`config.mk`:
```
export PLATFORM = sky130hd
export DESIGN_NAME = sosc_top
export DESIGN_NICKNAME = d
export VERILOG_FILES = /design/src/sosc_pkg.sv /design/src/sosc_skid.sv /design/src/sosc_top.sv
export SDC_FILE = /design/constraint.sdc
export NUM_CORES = 1
export LEC_CHECK = 0
export ABC_AREA = 1
export BUFFER_PORTS_ARGS = -buffer_cell sky130_fd_sc_hd__buf_2
export CORE_MARGIN = 2
export CORE_UTILIZATION = 55
export DETAILED_ROUTE_END_ITERATION = 12
export GPL_TIMING_DRIVEN = 0
export PLACE_DENSITY = 0.82
export SYNTH_ARGS = -nofsm -noshare
export SYNTH_HDL_FRONTEND = slang
export SYNTH_SLANG_ARGS = --single-unit
```
`constraint.sdc`:
```
create_clock -name clk_i -period 4 [get_ports clk_i]
set_clock_uncertainty 0.2 [all_clocks]
set_input_delay 0.6 -clock clk_i [delete_from_list [all_inputs] [get_ports clk_i]]
set_output_delay 0.6 -clock clk_i [all_outputs]
set_load 0.03 [all_outputs]
```
`src/sosc_pkg.sv`:
```
`default_nettype none

package sosc_pkg;

    // clock and output-carrier timing
    localparam int unsigned CLK_HZ         = 20_000_000;
    localparam int unsigned PWM_FREQ_HZ    = 300;
    // longest time per carrier period, so rounded down
    localparam int unsigned PWM_PERIOD_CYC = CLK_HZ / PWM_FREQ_HZ;
    localparam int unsigned PWM_CNT_W      = 17;

    // widths
    localparam int unsigned DAC_W   = 16;
    localparam int unsigned CLAMP_W = 8;
    localparam int unsigned DUTY_W  = 12;
    localparam int unsigned RATE_W  = 3;
    localparam int unsigned MODE_W  = 3;

    // output mode field codes
    localparam logic [2:0] MODE_VOLT     = 3'h0;
    localparam logic [1:0] MODE_LOOP_TOP = 2'h1;  // pattern 01x, low bit ignored
    localparam logic [2:0] MODE_PDM      = 3'h4;
    localparam logic [2:0] MODE_PWM      = 3'h5;

    // clamp levels: field / 2^9 of full scale, i.e. field shifted into a 16-bit word
    localparam int unsigned CLAMP_SHIFT = 7;
    localparam logic [DAC_W:0] FULL_CODE = 17'h10000;

    // reset values
    localparam logic [DAC_W-1:0] DAC_RESET = 16'h0000;

    // full-scale range codes
    typedef enum logic [1:0] {
        SOSC_FS_5V0   = 2'b00,
        SOSC_FS_3V3   = 2'b01,
        SOSC_FS_1V2   = 2'b10,
        SOSC_FS_RATIO = 2'b11
    } sosc_fs_t;

    // resolved output stage configuration
    typedef enum logic [2:0] {
        SOSC_ST_OFF  = 3'b000,
        SOSC_ST_VOLT = 3'b001,
        SOSC_ST_LOOP = 3'b010,
        SOSC_ST_PDM  = 3'b011,
        SOSC_ST_PWM  = 3'b100
    } sosc_stage_t;

    // configuration bits written by software
    typedef struct packed {
        logic [MODE_W-1:0] out_mode;
        sosc_fs_t          converter_fullscale;
        logic              raw_primary;
        logic              dac_blank;
        logic [RATE_W-1:0] density_rate_setting;
    } sosc_cfg_t;

    // clamp fields
    typedef struct packed {
        logic [CLAMP_W-1:0] high;
        logic [CLAMP_W-1:0] low;
    } sosc_clamp_t;

    // analog stage controls
    typedef struct packed {
        sosc_stage_t      stage;
        sosc_fs_t         range;
        logic             buf_en;
        logic             loop_en;
        logic             blank;
        logic [DAC_W-1:0] code;
    } sosc_ana_t;

endpackage : sosc_pkg

`default_nettype wire

```
`src/sosc_skid.sv`:
```
`timescale 1ns/1ps
`default_nettype none

module sosc_skid #(
    parameter int unsigned W = 16
) (
    input  wire logic         clk_i,
    input  wire logic         rst_i,
    input  wire logic         in_valid_i,
    output logic              in_ready_o,
    input  wire logic [W-1:0] in_data_i,
    output logic              out_valid_o,
    input  wire logic         out_ready_i,
    output logic [W-1:0]      out_data_o
);

    typedef struct packed {
        logic [1:0][W-1:0] mem;
        logic              rd;
        logic              wr;
        logic [1:0]        cnt;
        logic              rdy;
    } sosc_skid_st_t;

    sosc_skid_st_t s_q;
    sosc_skid_st_t s_d;
    logic          push;
    logic          pop;

    // ready from a register so the source never sees a combinational path
    assign in_ready_o  = s_q.rdy;
    assign out_valid_o = (s_q.cnt != 2'h0);
    assign out_data_o  = s_q.mem[s_q.rd];
    assign push        = in_valid_i && in_ready_o;
    assign pop         = out_valid_o && out_ready_i;

    // two-entry ring, full only when both slots hold a word
    always_comb begin
        s_d = s_q;
        if (push) begin
            s_d.mem[s_q.wr] = in_data_i;
            s_d.wr          = ~s_q.wr;
        end
        if (pop) begin
            s_d.rd = ~s_q.rd;
        end
        s_d.cnt = s_q.cnt + {1'b0, push} - {1'b0, pop};
        s_d.rdy = (s_d.cnt != 2'h2);
    end

    always_ff @(posedge clk_i) begin
        if (rst_i) begin
            s_q     <= '0;
            s_q.rdy <= 1'b1;  // empty after reset, so ready at once
        end else begin
            s_q <= s_d;
        end
    end

endmodule // sosc_skid

`default_nettype wire

```
`src/sosc_top.sv`:
```
`timescale 1ns/1ps
`default_nettype none

// Function
// - mode 000 selects buffered voltage output
// - mode 01x with range zero: loop
// - mode 100 drives first-order density stream
// - density rate follows programmed rate setting
// - DAC word unsigned, fraction of range
// - range code: 5V, 3.3V, 1.2V, ratiometric
// - raw bit clear: calibration results load word
// - low clamp equals field over 512
// - high clamp equals one minus field/512
// - output held between low and high clamps
// - raw bit set: host writes word
// - output mode independent of front-end settings
// - loop current is word times 24mA
// - 0-10V uses voltage path, range zero
// - mode 101: 300Hz pulse width, 12-bit duty
module sosc_top
    import sosc_pkg::*;
#(
    parameter int unsigned PWM_PERIOD = PWM_PERIOD_CYC
) (
    input  wire logic                      clk_i,
    input  wire logic                      rst_i,
    input  wire sosc_pkg::sosc_cfg_t       cfg_i,
    input  wire sosc_pkg::sosc_clamp_t     clamp_i,
    input  wire logic                      cal_valid_i,
    output logic                           cal_ready_o,
    input  wire logic [sosc_pkg::DAC_W-1:0] cal_data_i,
    input  wire logic                      host_wr_i,
    input  wire logic [sosc_pkg::DAC_W-1:0] host_data_i,
    output sosc_pkg::sosc_ana_t            ana_o,
    output logic [sosc_pkg::DAC_W-1:0]     dac_word_o,
    output logic                           out_pin_o,
    output logic                           out_pin_oe_o
);

    import sosc_pkg::*;

    localparam logic [PWM_CNT_W-1:0] PWM_LAST = PWM_CNT_W'(PWM_PERIOD - 1);

    typedef struct packed {
        logic [DAC_W-1:0]     word;
        sosc_ana_t            ana;
        logic [DAC_W-1:0]     acc;
        logic [7:0]           rate_cnt;
        logic [PWM_CNT_W-1:0] pwm_cnt;
        logic [PWM_CNT_W-1:0] pwm_thr;
        logic                 pin;
        logic                 pin_oe;
    } sosc_st_t;

    sosc_st_t         s_q;
    sosc_st_t         s_d;
    logic             buf_valid;
    logic             buf_ready;
    logic [DAC_W-1:0] buf_data;
    sosc_stage_t      stage;
    logic [DAC_W:0]   lo_lvl;
    logic [DAC_W:0]   hi_lvl;
    logic [DAC_W-1:0] clamped;
    logic [DAC_W:0]   acc_sum;
    logic             rate_tick;
    logic [DUTY_W+PWM_CNT_W-1:0] pwm_prod;

    // resolve the mode field and range into one stage choice
    function automatic sosc_stage_t stage_of(input logic [MODE_W-1:0] m,
                                             input sosc_fs_t fs);
        sosc_stage_t r;
        r = SOSC_ST_OFF;
        if (m == MODE_VOLT) begin
            r = SOSC_ST_VOLT;
        end else if (m[2:1] == MODE_LOOP_TOP) begin
            // loop only on the 5V absolute range; other ranges leave the stage off
            r = (fs == SOSC_FS_5V0) ? SOSC_ST_LOOP : SOSC_ST_OFF;
        end else if (m == MODE_PDM) begin
            r = SOSC_ST_PDM;
        end else if (m == MODE_PWM) begin
            r = SOSC_ST_PWM;
        end
        return r;
    endfunction

    // calibration results wait here; a blanking host stall loses no word
    sosc_skid #(
        .W (DAC_W)
    ) u_cal_buf (
        .clk_i       (clk_i),
        .rst_i       (rst_i),
        .in_valid_i  (cal_valid_i),
        .in_ready_o  (cal_ready_o),
        .in_data_i   (cal_data_i),
        .out_valid_o (buf_valid),
        .out_ready_i (buf_ready),
        .out_data_o  (buf_data)
    );

    // only the output-stage fields feed the stage; front-end settings never enter
    assign stage = stage_of(cfg_i.out_mode, cfg_i.converter_fullscale);

    // while raw, drained words are discarded; while blanked and not raw, the buffer holds them
    assign buf_ready = cfg_i.raw_primary || !cfg_i.dac_blank;

    // clamp window in 17 bits so a zero high field reaches full scale
    assign lo_lvl = {1'b0, clamp_i.low, 8'h00} >> 1;
    assign hi_lvl = FULL_CODE - ({1'b0, clamp_i.high, 8'h00} >> 1);

    // low clamp wins if the two levels cross
    always_comb begin
        clamped = s_q.word;
        if ({1'b0, s_q.word} >= hi_lvl) begin
            clamped = DAC_W'(hi_lvl - 17'h00001);
        end
        if ({1'b0, s_q.word} < lo_lvl) begin
            clamped = lo_lvl[DAC_W-1:0];
        end
    end

    // modulator step rate: one step every 2^setting clocks
    assign rate_tick = (s_q.rate_cnt == ((8'h01 << cfg_i.density_rate_setting) - 8'h01));
    assign acc_sum   = {1'b0, s_q.acc} + {1'b0, s_q.ana.code};

    // duty threshold, scaled from 4096 steps onto the carrier period
    assign pwm_prod = s_q.ana.code[DAC_W-1:DAC_W-DUTY_W] * PWM_CNT_W'(PWM_PERIOD);

    always_comb begin
        s_d = s_q;

        // word source: calibration stream or host write
        if (cfg_i.raw_primary) begin
            if (host_wr_i) begin
                s_d.word = host_data_i;
            end
        end else if (buf_valid && buf_ready) begin
            s_d.word = buf_data;
        end

        // analog controls; the code freezes while blanked to hide update glitches
        s_d.ana.stage   = stage;
        s_d.ana.range   = cfg_i.converter_fullscale;
        s_d.ana.buf_en  = (stage == SOSC_ST_VOLT);
        s_d.ana.loop_en = (stage == SOSC_ST_LOOP);
        s_d.ana.blank   = cfg_i.dac_blank;
        if (!cfg_i.dac_blank) begin
            s_d.ana.code = clamped;
        end

        // first-order modulator, carry out is the stream bit
        s_d.rate_cnt = rate_tick ? 8'h00 : s_q.rate_cnt + 8'h01;
        if (stage == SOSC_ST_PDM) begin
            if (rate_tick) begin
                s_d.acc = acc_sum[DAC_W-1:0];
                s_d.pin = acc_sum[DAC_W];
            end
        end else begin
            s_d.acc = '0;
        end

        // fixed 300Hz carrier; threshold taken at period start to avoid runt pulses
        if (s_q.pwm_cnt == PWM_LAST) begin
            s_d.pwm_cnt = '0;
            s_d.pwm_thr = pwm_prod[DUTY_W+PWM_CNT_W-1:DUTY_W];
        end else begin
            s_d.pwm_cnt = s_q.pwm_cnt + 17'h00001;
        end
        if (stage == SOSC_ST_PWM) begin
            s_d.pin = (s_q.pwm_cnt < s_q.pwm_thr);
        end else if (stage != SOSC_ST_PDM) begin
            s_d.pin = 1'b0;
        end

        // digital pin drive only in the two bit-stream modes
        s_d.pin_oe = (stage == SOSC_ST_PDM) || (stage == SOSC_ST_PWM);
    end

    always_ff @(posedge clk_i) begin
        if (rst_i) begin
            s_q           <= '0;
            s_q.word      <= DAC_RESET;
            s_q.ana.code  <= DAC_RESET;
            s_q.ana.stage <= SOSC_ST_OFF;
            s_q.ana.range <= SOSC_FS_5V0;
        end else begin
            s_q <= s_d;
        end
    end

    assign ana_o        = s_q.ana;
    assign dac_word_o   = s_q.word;
    assign out_pin_o    = s_q.pin;
    assign out_pin_oe_o = s_q.pin_oe;

endmodule // sosc_top

`default_nettype wire

```
**Yosys cells after proc, flatten, opt, wreduce, memory -nomap -nowiden**

Index checks and enable logic that the tools add are counted.

- Flip-flop bits (word level): 137

- Add/subtract/negate cells: 8
- $mul: 1
- Magnitude comparators: 6
- Eq/ne operators: 12
- Shift operators: 1
- Multiplexer cells: 19
- Bitwise operators: 3
- Reduce and logical (&&, ||, !) cells: 17

Operators with widths:

| kind | number |
|---|---|
| 16-bit 2-to-1 mux | 8 |
| 32-bit bitwise mux | 1 |
| 12-bit by 16-bit multiplier with 28-bit output (second input constant) | 1 |
| 16-bit by 16-bit adder with 17-bit output | 1 |
| 17-bit by 1-bit adder with 17-bit output (second input constant) | 1 |
| 17-bit == test (second input constant) | 1 |
| 16-bit by 17-bit >= comparator with 1-bit output | 1 |
| 17-bit less-than comparator | 1 |
| 17-bit by 15-bit subtractor with 17-bit output (first input constant) | 1 |
| 16-bit demux with 1-bit select | 1 |
| 16-bit by 15-bit less-than comparator with 1-bit output | 1 |
| 16-bit by 1-bit subtractor with 16-bit output (second input constant) | 1 |
| 3-bit 2-to-1 mux | 4 |
| 3-bit == test (second input constant) | 3 |
| 8-bit by 1-bit adder with 8-bit output (second input constant) | 1 |
| 8-bit == test | 1 |
| 1-bit by 3-bit << shifter with 8-bit output (first input constant) | 1 |
| 8-bit by 1-bit subtractor with 8-bit output (second input constant) | 1 |
| 3-bit by 2-bit == test with 1-bit output (second input constant) | 2 |
| 3-bit nonzero test | 2 |
| 2-bit OR reduction | 3 |
| 1-bit by 2-bit less-than comparator with 1-bit output (second input constant) | 2 |
| 1-bit 2-to-1 mux | 4 |
| 2-bit AND reduction | 2 |
| other kinds (16) | 22 |

**Depth between registers and ports, before layout**

Gate-level depths: netlist of the first run.

- Word-level depth: 9
- Mapped depth: 21

**Cells and area by module**

From an unflattened synthesis of the first run, not the netlist that was laid out.

- Cell total of the unflattened synthesis: 1,481
- Area total of the unflattened synthesis: 10,670.2 µm²

By module, submodules not included:

| module | instances | cells each | area an instance (µm²) |
|---|---|---|---|
| sosc_top | 1 | 1,290 | 9,097.5 |
| sosc_skid | 1 | 191 | 1,572.8 |

**Worst setup path before layout of the first run**

No wires, ideal clock.

- Path kind: reg-to-reg
- From: register s_q, in the netlist ana_o[13]
- To: register s_q[9] in the netlist's numbering
- Arrival time: 4,082 ps
- Data required time: 3,685 ps
- Slack: -397 ps
- Stages on the path, launching flop included: 19
- Path buffers: 0
- Period minus slack after synthesis: 4,397 ps
- Cells stage by stage: dfxtp_1 ha_1 ha_1 inv_1 fa_1 inv_1 fa_1 inv_1 fa_1 inv_1 ha_1 a21o_1 a21oi_1 o21bai_1 o21bai_1 nand2_1 nand2_1 o21ai_0 inv_1

- Longest elaborated chain between the ends: 1

Ends and longest elaborated chain:

| item | RTL line | RTL |
|---|---|---|
| start, declared | sosc_top.sv:55 | `sosc_st_t s_q;` |
| 12-bit by 16-bit multiplier with 28-bit output | sosc_top.sv:126 | `assign pwm_prod = s_q.ana.code[DAC_W-1:DAC_W-DUTY_W] * PWM_CNT_W'(PWM_PERIOD);` |

Every way passes these cells.
A chain may end at the register's enable or synchronous reset.

**Worst setup path in the final report of the first run**

- From: register s_q, in the netlist ana_o[11]
- To: register s_q[12] in the netlist's numbering

Same word-level chain as after synthesis.

==> reports/summary.md, run 1 <==
### Run status
* status: finished with violations
* failing checks: setup timing

### Synthesis
* Syn. warnings: 0
* proportion of register bits with asynchronous set or reset after synthesis: 0%
* average cell area after synthesis: 7.147 um^2
* part of the Yosys area used for sequential elements: 26.27%
* predominant post-synthesis flop cell: dfxtp_1
* cell count after synthesis: 1,461
* synth unique cells: 50
* Syn Nets: 1,683
* count of state elements after synthesis: 137
* number of synthesized flops with an enable pin: 0
* area of the mapped netlist: 10,440 um^2

### Run
* max-capacitance violation count: 0

### STA
* setup TNS: -1.196 ns
* Final Setup Violations: 13
* unrepaired setup endpoints after global routing: true
* Worst Setup Slack, final: -0.1778 ns
* Highest Clock Rate: 0.2394 GHz
* transition time at the pin with the least slew margin: 0.9867 ns
* final critical-path share of the clock period: 104.4%
* final hold violation count: 0
* worst-case headroom to the max-slew limit: 34.22%
* Final Slew Violations: 0
* Final Critical Period: 4.178 ns

### Clock tree
* deepest level of the CTS H-tree: 4
* worst-skew pair later-pin latency: 0.43 ns
* Hold-fix buffers, CTS: 0
* TritonCTS clock tree: built
* Root Driver: clkbuf_16
* number of buffers on the longest clock path: 2
* clock sink count: 137
* CTS Buf Count: 17
* Clock transition at path regs: 0.06 ns

### Critical path
* worst path buffer plus inverter count: 2
* Arrival @ worst endpoint: 4.30 ns
* element type at the critical path end: flop
* Crit path largest cell delay: 0.54 ns
* element type at the critical path start: flop
* WS Path Type: reg -> reg
* worst-path fanout max: 4
* library cell appearing most often on the critical path: nand2_1
* cell with the biggest individual delay on the critical path: fa_2
* critical path data required time: 4.12 ns
* kind of cell with the highest combined delay on the critical path: adder cells
* worst path cell trace: ha_1, fa_1, inv_2, fa_2, inv_2, ha_4, fa_2, ha_4, nand2_4, nor4_2, nand2_1, nand2_2, nand2_1, nand3_1, nand2_1, nor2_1, nor2_1

### Finish
* share of layout cells above drive strength 1: 21.67%
* diodes inserted: 0
* area growth from synthesis to layout: 21.75%
* FILL cells: 1,516
* net count of the finished layout: 1,829

### Global route
* GRT Total Usage: 28.39%
* vias in the first global route: 9,839
* number of antenna violations at the first check in global routing: 0
* GRT overflow: 0
* largest net degree at the start of global routing: 17
* global-route wire length before repair: 46.17 mm

### Detailed routing
* Initial DRT Pass Iterations: 6
* Routed wire per std cell: 15.58 um
* vias post-DR: 10.35k
* vias per inst: 5.583
* Final Routed Wirelength: 28.88 mm
* number of remaining DRC errors: 0
* Antenna Nets Post-Route: 0
* DRC marker count from the first detailed-route iteration: 724

### Floorplanning
* placeable core area: 18,640 um^2
* height of the die: 141.8 um
* num rows: 50
* horizontal die dimension: 141.8 um
* I/O pin total: 105
* die area: 20,100 um^2
* initial cell density of the core: 56.01%

### Power
* Power Dens Cells: 466.4 nW/um^2
* power after layout: 5.929 mW
* standby leakage power: 6.239 nW
* worst voltage drop across the vdd grid: 0.4193 mV

### Placement
* DP Wirelength: 20.89 mm
* routability cong.: 0.9625
* input/output buffers: 103

### Hold path
* Hold Crit Class: in -> reg

-- state kept, by name, summed over array words and instances, names as in the netlist --
register,count
ana_o,24
dac_word_o,16
out_pin_o,1
out_pin_oe_o,1
s_q,58
u_cal_buf.in_ready_o,1
u_cal_buf.s_q,36
-- placed cells by master, fill, tap and decap left out, drive strengths merged --
master	count
nand2	249
inv	218
nor2	184
buf	182
dfxtp	137
ha	135
a21oi	127
o21ai	107
nand3	68
clkbuf	36
fa	25
a211oi	20
nor3	20
xor2	15
nand4	14
o21bai	10
xnor2	9
a21o	8
o22ai	6
o211ai	6
a31oi	6
or2	6
o21a	5
clkinvlp	5
bufinv	4
clkinv	4
nor4	3
a21boi	3
a31o	2
a22oi	1
o31a	1
nand3b	1
o31ai	1
o2111ai	1
nor3b	1
-- report_power, final --
group | leakage, nW | internal [mW] | switching (mW) | total (mW)
registers | 1.13 | 1.50 | 0.124 | 1.62
clock network | 0.293 | 1.07 | 0.645 | 1.71
logic | 4.82 | 1.03 | 1.57 | 2.60
-- metal layers --
| layer | up-vias | wire length [um] | share of wire (%) | track usage, % |
|---|---|---|---|---|
| met5 | - | 0 | 0 | 0 |
| met4 | 0 | 758 | 2.6 | 10.00 |
| met3 | 66 | 1880 | 6.5 | 4.995 |
| met2 | 414 | 14120 | 49 | 50.08 |
| met1 | 4814 | 12120 | 42 | 34.91 |
| li1 | 5056 | - | - | - |
-- stage by stage --
step | cell area (um^2) | util, % | worst slack (ns) | std cells | hold slack (ns)
finish | 12710 | 68.19 | -0.1778 | 1854 | 0.1810
global route | 12710 | 68.19 | -0.2659 | 1854 | 0.1780
CTS | 12400 | 66.54 | -0.1174 | 1850 | 0.1686
detailed placement | 11330 | 60.79 | -0.6426 | 1798 | 0.2743
global placement | 11330 | 60.79 | -0.6574 | 1798 | 0.2506
floorplan | 10520 | - | -0.03523 | 1461 | 0.2297
-- Yosys cell counts, types with 15 or more instances --
master,n,share of area [%]
dfxtp_1,137,26
inv_1,209,7.5
nor2_1,179,6.4
a211oi_1,20,1.4
fa_1,25,4.8
clkbuf_1,17,0.61
o21ai_0,98,4.7
a21oi_1,126,6.0
nor3_1,17,0.81
nand2_1,242,8.7
xor2_1,15,1.3
buf_4,41,2.9
nand3_1,63,3.0
ha_1,135,16
-- logic make-up after synthesis --
| group | after synthesis | share of synthesized area, % |
|---|---|---|
| AO/OA/AOI/OAI | 304 | 16.23 |
| XOR/XNOR | 24 | 2.013 |
| adder cells (fa/ha/maj) | 160 | 20.97 |
| buffers and inverters | 290 | 12.27 |
| flip-flops | 137 | 26.27 |
| AND/OR/NAND/NOR | 546 | 22.25 |
-- worst paths after layout --
kind,slack [ns],startpoint,endpoint,cells past startpoint
hold / removal,0.18,cfg_i[9],ana_o[18],2
hold reg to reg,0.28,s_q[44],s_q[44],2
setup / recovery,-0.18,ana_o[11],s_q[12],17
setup reg to reg,-0.18,ana_o[11],s_q[12],17
-- repair_timing --
item	in CTS	in global routing
buffers inserted	20	4
pin swaps	34	27
resized for setup	72	60
endpoints found under the setup margin	17	17
-- worst register-to-register path, stage by stage, from the launching register on --
cell     delay [ns]
dfxtp_4        0.37
ha_1           0.30
fa_1           0.51
inv_2          0.05
fa_2           0.54
inv_2          0.05
ha_4           0.26
fa_2           0.47
ha_4           0.35
nand2_4        0.09
nor4_2         0.26
nand2_1        0.11
nand2_2        0.14
nand2_1        0.09
nand3_1        0.09
nand2_1        0.08
nor2_1         0.09
nor2_1         0.04
-- cell type report --
class | count | area [um^2] | share of cell area (%)
Multi-Input combinational cell | 1034 | 7024 | 55.26
Clock inverter | 13 | 190.2 | 1.496
Inverter | 218 | 822.0 | 6.467
Sequential cell | 137 | 2779 | 21.86
Timing Repair Buffer | 127 | 699.4 | 5.502
Buffer | 72 | 461.7 | 3.632
Tap cell | 234 | 292.8 | 2.303
Clock buffer | 19 | 442.9 | 3.484
Power figures use the tool's default switching activity.
==> run 2, diff against run 1 <==
--- a/config.mk
+++ b/config.mk
@@ -14,4 +14,5 @@
 export PLACE_DENSITY = 0.82
 export SYNTH_ARGS = -nofsm -noshare
 export SYNTH_HDL_FRONTEND = slang
+export SYNTH_HIERARCHICAL = 1
 export SYNTH_SLANG_ARGS = --single-unit
==> run 2 against run 1 <==
The flow still finishes with violations (setup timing). Highest routed layer unchanged. Critical endpoint is now s_q[17]. Register-to-register slack better by 0.07 ns. Via count decreased by 0.63%. Global-route usage down 0.15 points.
==> reports/summary.md, run 2 <==
### Run status
* status: finished with violations
* failing checks: setup timing

### STA
* Highest Clock Rate: 0.2436 GHz, +1.8%
* Worst Setup Slack, final: -0.1050 ns, +0.07282 ns
* Final Slew Violations: 0, unchanged
* unrepaired setup endpoints after global routing: true
* transition time at the pin with the least slew margin: 0.6072 ns, -0.3795 ns
* final hold violation count: 0, unchanged
* Final Setup Violations: 13, unchanged
* final critical-path share of the clock period: 102.6%, -1.8 points
* setup TNS: -0.7959 ns, +0.4002 ns
* Final Critical Period: 4.105 ns, -0.07282 ns
* worst-case headroom to the max-slew limit: 59.52%, +25 points

### Synthesis
* average cell area after synthesis: 7.205 um^2, +0.81%
* synth cell count leaders: nand2_1 (263), inv_1 (212), nor2_1 (167)
* predominant post-synthesis flop cell: dfxtp_1
* leading cell type by number of instances after synthesis: nand2_1
* proportion of register bits with asynchronous set or reset after synthesis: 0%, unchanged
* number of synthesized flops with an enable pin: 0, unchanged
* dominant cell type by area after synthesis: dfxtp_1
* share of the synthesized area in the top cell type: 25.70%, -0.56 points
* part of the Yosys area used for sequential elements: 25.70%, -0.56 points
* count of state elements after synthesis: 137, unchanged
* cell count after synthesis: 1,481, +1.4%
* Syn. warnings: 6, +6
* synth unique cells: 50, unchanged
* Syn Nets: 1,704, +1.2%
* area of the mapped netlist: 10,670 um^2, +2.2%
* most area-consuming cells after synthesis: dfxtp_1 (26%), ha_1 (16%), nand2_1 (9.3%), inv_1 (7.5%), nor2_1 (5.9%)

### Hold path
* Hold Crit Class: in -> reg

### Critical path
* element type at the critical path start: flop
* Arrival @ worst endpoint: 4.23 ns, -0.07 ns
* WS Path Type: reg -> reg
* worst-path fanout max: 5, +1
* critical path data required time: 4.12 ns, about the same
* element type at the critical path end: flop

### Power
* Power Dens Cells: 442.1 nW/um^2, -5.2%
* Clk network pwr share: 27.7%, -1.2 points
* power after layout: 5.716 mW, -3.6%
* relative contribution of sequential cells to total power: 28.5%, +1.1 points
* fraction of power spent switching nets: 39.22%, -0.25 points
* internal power contribution: 3.475 mW, -3.2%
* standby leakage power: 6.497 nW, +4.1%
* worst voltage drop across the vdd grid: 0.3150 mV, -25%
* reported net switching power: 2.242 mW, -4.2%
* combinational cell fraction of total power: 43.9%, about the same

### Floorplanning
* horizontal die dimension: 143.3 um, +1.1%
* height of the die: 143.3 um, +1.1%
* num rows: 50, unchanged
* die area: 20,530 um^2, +2.1%
* initial cell density of the core: 56.48%, +0.47 points
* I/O pin total: 105, unchanged
* placeable core area: 18,890 um^2, +1.3%

### Global route
* met2 capacity usage during global routing: 50.09%, about the same
* global-route met1 utilization: 33.90%, -1.0 points
* GR Layer Usage met3: 4.997%, about the same
* largest net degree at the start of global routing: 17, unchanged
* GRT Total Usage: 28.25%, -0.15 points
* global-route wire length before repair: 46.51 mm, +0.72%
* number of antenna violations at the first check in global routing: 0, unchanged
* most crowded layer after global routing: met2
* vias in the first global route: 9,965, +1.3%
* GRT overflow: 0, unchanged

### Detailed routing
* Antenna Nets Post-Route: 0, unchanged
* Initial DRT Pass Iterations: 5, -1
* DRC marker count from the first detailed-route iteration: 802, +11%
* number of remaining DRC errors: 0, unchanged
* vias per inst: 5.393, -3.4%
* vias post-DR: 10.29k, -0.63%
* Routed wire per std cell: 15.04 um, -3.4%
* Final Routed Wirelength: 28.69 mm, -0.66%

### Finish
* Post-Layout Cell Count: 1,907, +2.9%
* flip-flop count of the largest register, all copies and words added: 58, unchanged
* commonest non-fill, non-tap cell in the layout: nand2_1
* most frequent cells in the layout: nand2_1 (253), inv_1 (204), nor2_1 (161)
* net count of the finished layout: 1,857, +1.5%
* area growth from synthesis to layout: 21.18%
* share of layout cells above drive strength 1: 22.40%, +0.74 points
* register with the most flip-flops: s_q
* utilization after layout: 68.44%, +0.25 points
* diodes inserted: 0, unchanged

### Placement
* DP Cell Count: 1,844, +2.6%
* DP Wirelength: 20.72 mm, -0.78%
* routability cong.: 0.9358, -2.8%
* input/output buffers: 103, unchanged
* worst setup timing slack at the placement stage: -0.6268 ns, +0.01571 ns

### Clock tree
* number of buffers on the longest clock path: 2, unchanged
* deepest level of the CTS H-tree: 4, unchanged
* worst-skew pair later-pin latency: 0.43 ns, about the same
* clock sink count: 137, unchanged
* Clock transition at path regs: 0.06 ns, about the same
* Root Driver: clkbuf_16
* TritonCTS clock tree: built
* CTS Buf Count: 17, unchanged

### Run
* max-capacitance violation count: 0, unchanged

-- run 2: what timing repair did --
action                                 4_1_cts  5_1_grt
pin swaps                                   39       26
resized for setup                           74       33
endpoints found under the hold margin        0        0
hold buffers                                 0        0
setup endpoints to repair                   17       17
setup buffers                               27        4
-- run 2: cell families (layout without fill, tap and decap cells) --
logic type	after synthesis	count (layout)	share of synthesized area (%)
flip-flops	137	137	25.70
adder cells (fa/ha/maj)	161	161	20.57
AO/OA/AOI/OAI	274	274	14.05
XOR/XNOR	32	32	2.627
multiplexers	16	16	1.689
AND/OR/NAND/NOR	570	570	23.09
buffers and inverters	291	457	12.28
-- run 2: per-layer routing --
| layer | vias up | part of all wire, % |
|---|---|---|
| li1 | 5120 | - |
| met5 | - | 0 |
| met4 | 0 | 3.3 |
| met2 | 370 | 50 |
| met1 | 4701 | 42 |
| met3 | 94 | 5.3 |
-- run 2: through the flow --
step	hold WS (ns)	area, um^2
after CTS	0.1698	12730
final	0.1799	12930
after floorplan	0.2405	10750
after global routing	0.1779	12930
after detailed placement	0.2654	11590
after global placement	0.2542	11590
-- run 2: final timing paths --
check                               start   endpoint  slack, ns  cells past startpoint
worst max register to register  ana_o[13]    s_q[17]      -0.10                     19
worst max-delay path            ana_o[13]    s_q[17]      -0.10                     19
worst min register to register    s_q[36]    s_q[36]       0.28                      1
worst min-delay path             cfg_i[9]  ana_o[18]       0.18                      2
-- run 2: critical path, cell delays in order (launching register included) --
cell	delay, ns
dfxtp_4	0.37
ha_2	0.20
xor2_1	0.14
ha_1	0.18
a21o_1	0.17
fa_1	0.50
inv_1	0.05
fa_1	0.53
inv_1	0.06
ha_4	0.24
ha_4	0.30
inv_1	0.06
o21ai_2	0.23
a21oi_2	0.07
o21bai_1	0.22
nand3_1	0.13
nand3_2	0.12
nor2_1	0.05
o21ai_1	0.13
inv_1	0.05
-- run 2: power groups by stage --
stage               registers, mW  logic [mW]  clock network (mW)
finish                       1.63        2.51                1.58
global route                 1.64        2.75                1.67
CTS                          1.62        2.32                1.59
detailed placement           1.68        1.84                   0
global placement             1.67        1.80                   0
floorplan                    1.63        1.42                   0
-- run 2: area by class of cell --
| cell class | count | area (um^2) |
|---|---|---|
| well taps | 260 | 325.3 |
| multi-input cells | 1053 | 7169 |
| clock buffers | 19 | 452.9 |
| fillers | 1534 | 5963 |
| inverters | 220 | 830.8 |
| plain buffers | 71 | 481.7 |
| clock inverters | 13 | 142.6 |
| repair buffers | 134 | 748.2 |
| flip-flops and latches | 137 | 2779 |
==> run 3, diff against run 2 <==
--- a/config.mk
+++ b/config.mk
@@ -5,9 +5,8 @@
 export SDC_FILE = /design/constraint.sdc
 export NUM_CORES = 1
 export LEC_CHECK = 0
-export ABC_AREA = 1
 export BUFFER_PORTS_ARGS = -buffer_cell sky130_fd_sc_hd__buf_2
-export CORE_MARGIN = 2
+export CAP_MARGIN = 10
 export CORE_UTILIZATION = 55
 export DETAILED_ROUTE_END_ITERATION = 12
 export GPL_TIMING_DRIVEN = 0
==> run 3 against run 2 <==
The flow still finishes with violations (setup timing). Register-to-register slack lost 0.77 ns. Clock power decreased by 3%. Via count decreased by 7.3%. Utilization increased by 1.2 points. Synthesized cell count down 20%. Clock-buffer cell count stayed put. Sequential power shrank 4%. Sequential share of layout area increased by 0.45 points. Worst hold slack got worse by 0.040 ns. Die area fell by 5.9%.
==> reports/summary.md, run 3 <==
### Run status
* status: finished with violations
* failing checks: setup timing

### Synthesis
* predominant post-synthesis flop cell: dfxtp_1
* Synth Area in Simple Gates: 17.34%, -5.7 points
* dominant cell type by area after synthesis: dfxtp_1
* area of the mapped netlist: 10,320 um^2, -3.2%
* most area-consuming cells after synthesis: dfxtp_1 (27%), ha_1 (17%), mux2i_1 (5.3%), fa_1 (4.7%), nand2b_1 (3.8%)
* Syn. warnings: 6, unchanged
* Syn Nets: 1,404, -18%
* proportion of register bits with asynchronous set or reset after synthesis: 0%, unchanged
* main combinational cell family by area after synthesis: adder cells
* number of synthesized flops with an enable pin: 0, unchanged
* synth cell count leaders: dfxtp_1 (137), ha_1 (137), inv_1 (103)
* count of state elements after synthesis: 137, unchanged
* multiplexer fraction of the synthesized cell area: 7.296%, +5.6 points
* cell count after synthesis: 1,181, -20%
* synth unique cells: 81, +62%
* part of the Yosys area used for sequential elements: 26.57%, +0.86 points
* Synth Area in Compound Gates: 14.99%, +0.94 points
* share of the synthesized area in the top cell type: 26.57%, +0.86 points
* post-synthesis share of cell area spent on full adders, half adders and majority gates: 21.26%, +0.69 points
* average cell area after synthesis: 8.741 um^2, +21%
* xor/xnor cell area share of the yosys netlist: 4.121%, +1.5 points

### Finish
* utilization after layout: 69.62%, +1.2 points
* net count of the finished layout: 1,566, -16%
* area growth from synthesis to layout: 22.80%
* most frequent cells in the layout: dfxtp_1 (126), ha_1 (117), buf_2 (105)
* register with the most flip-flops: s_q
* share of layout cells above drive strength 1: 23.89%, +1.5 points
* flip-flop count of the largest register, all copies and words added: 58, unchanged
* commonest non-fill, non-tap cell in the layout: dfxtp_1
* Post-Layout Cell Count: 1,586, -17%

### Clock tree
* clock sink count: 137, unchanged
* Hold-fix buffers, CTS: 0, unchanged
* deepest level of the CTS H-tree: 4, unchanged
* worst-skew pair later-pin latency: 0.44 ns, about the same
* CTS Buf Count: 17, unchanged
* number of buffers on the longest clock path: 2, unchanged
* Root Driver: clkbuf_16
* Clock transition at path regs: 0.07 ns, about the same
* TritonCTS clock tree: built

### Power
* power after layout: 5.320 mW, -6.9%
* standby leakage power: 5.857 nW, -9.9%
* worst voltage drop across the vdd grid: 0.3940 mV, +25%
* Power Dens Cells: 419.6 nW/um^2, -5.1%

### Critical path
* Crit path largest cell delay: 0.50 ns, -0.03 ns
* source of the critical timing path: ana_o[15]
* cell with the biggest individual delay on the critical path: fa_1
* end point of the critical path: s_q[7]
* worst path cell trace: ha_4, ha_4, inv_2, fa_1, inv_1, fa_1, inv_1, fa_1, inv_2, ha_4, a21o_1, a21o_4, a221oi_4, nor2b_2, o21a_1, or3_1, a32o_1
* worst-path fanout max: 4, -1
* number of cell instances on the worst register-to-register path: 17, -2
* Arrival @ worst endpoint: 5.00 ns, +0.77 ns
* Critical R2R Launch: ana_o[15]
* WS Path Type: reg -> reg
* critical path data required time: 4.12 ns, about the same
* element type at the critical path start: flop
* worst reg2reg setup slack: -0.87 ns, -0.77 ns
* capturing point of the worst reg2reg path: s_q[7]
* element type at the critical path end: flop

### STA
* setup TNS: -11.34 ns, -10.54 ns
* Worst Setup Slack, final: -0.8721 ns, -0.7671 ns
* Highest Clock Rate: 0.2053 GHz, -16%
* Final Setup Violations: 16, +3
* Final Critical Period: 4.872 ns, +0.7671 ns
* final critical-path share of the clock period: 121.8%, +19 points
* transition time at the pin with the least slew margin: 0.7543 ns, +0.1470 ns
* Final Slew Violations: 0, unchanged
* worst-case headroom to the max-slew limit: 49.71%, -9.8 points
* final hold violation count: 0, unchanged
* unrepaired setup endpoints after global routing: true

### Detailed routing
* Antenna Nets Post-Route: 0, unchanged
* Routed wire per std cell: 19.44 um, +29%
* number of remaining DRC errors: 0, unchanged
* vias per inst: 6.011, +11%
* Final Routed Wirelength: 30.84 mm, +7.5%
* Initial DRT Pass Iterations: 5, unchanged
* vias post-DR: 9,533, -7.3%
* DRC marker count from the first detailed-route iteration: 691, -14%

### Global route
* largest net degree at the start of global routing: 17, unchanged
* GRT overflow: 0, unchanged
* GRT Total Usage: 29.65%, +1.4 points
* number of antenna violations at the first check in global routing: 2, +2
* vias in the first global route: 9,047, -9.2%
* global-route wire length before repair: 45.49 mm, -2.2%

### Floorplanning
* height of the die: 139.0 um, -3.0%
* initial cell density of the core: 56.70%, +0.22 points
* num rows: 49, -2.0%
* horizontal die dimension: 139.0 um, -3.0%
* die area: 19,320 um^2, -5.9%
* placeable core area: 18,210 um^2, -3.6%
* I/O pin total: 105, unchanged

### Run
* max-capacitance violation count: 0, unchanged

### Hold path
* Hold Crit Class: in -> reg

### Placement
* DP Cell Count: 1,507, -18%
* DP Wirelength: 19.16 mm, -7.5%
* input/output buffers: 97, -5.8%
* routability cong.: 0.8936, -4.5%

## run 3: changes by cell type after synthesis, moves of 16 or more
cell / delta
nand2_1: -204
nor2_1: -74
nand2b_1: +63
a211oi_1: +19
inv_1: -109
nand3_1: -34
o21ai_0: -59
o21ai_1: -18
a31oi_1: -16
a21oi_1: -32
mux2i_1: +55
## run 3: how the worst min path moves through the flow
stage,startpoint,end,cells after the start
after floorplan,s_q[6],s_q[6],2
after global placement,s_q[6],s_q[6],2
after detailed placement,s_q[6],s_q[6],2
after CTS,cfg_i[5],ana_o[17],2
after global routing,cfg_i[5],ana_o[17],2
final,cfg_i[5],ana_o[17],2
## run 3: final cells by class
cell class              instances  area (um^2)
clock buffers                  19        442.9
multi-input cells             858         7283
diodes                          1        2.502
plain buffers                  82        479.2
inverters                     104        390.4
repair buffers                143        892.1
well taps                     229        286.5
flip-flops and latches        137         2781
fillers                      1242         5532
clock inverters                13        118.9
## run 3: logic make-up after synthesis
kind of cell               Yosys count
DFF                                137
AOI/OAI and AO/OA                  229
buffers and inverters              186
muxes                               73
xor gates and xnor gates            47
and+or+nand+nor                    348
adders and majority gates          161
## run 3: power breakdown
group | switching [mW] | internal (mW)
Combinational | 1.23 | 0.982
Clock | 0.663 | 0.875
Sequential | 0.108 | 1.46
## run 3: per-layer routing
layer / up-vias / GRT usage [%] / wire (um)
li1: 4449 / - / -
met1: 4459 / 35.90 / 12130
met2: 473 / 50.45 / 14660
met3: 150 / 4.627 / 2150
met4: 2 / 16.26 / 1883
met5: - / 0 / 13
## run 3: through the flow
step | setup WS, ns | cell area, um^2 | hold slack (ns)
after floorplan | -0.5537 | 10460 | 0.2198
after global placement | -1.040 | 11230 | 0.2534
after detailed placement | -1.071 | 11230 | 0.2495
after CTS | -0.6957 | 12270 | 0.1489
after global routing | -0.9180 | 12670 | 0.1554
final | -0.8721 | 12680 | 0.1395
## run 3: critical path, delay by kind of cell (launching register included)
kind	cells	cell delay, ns
compound gates	5	1.28
flops	1	0.40
simple gates	2	0.47
buf+inv	4	0.19
fa+ha+maj	6	2.21
## run 3: repair_timing
action,4_1_cts,5_1_grt
endpoints found under the setup margin,17,17
pin swaps,33,42
resized for setup,41,59
setup buffers,33,16
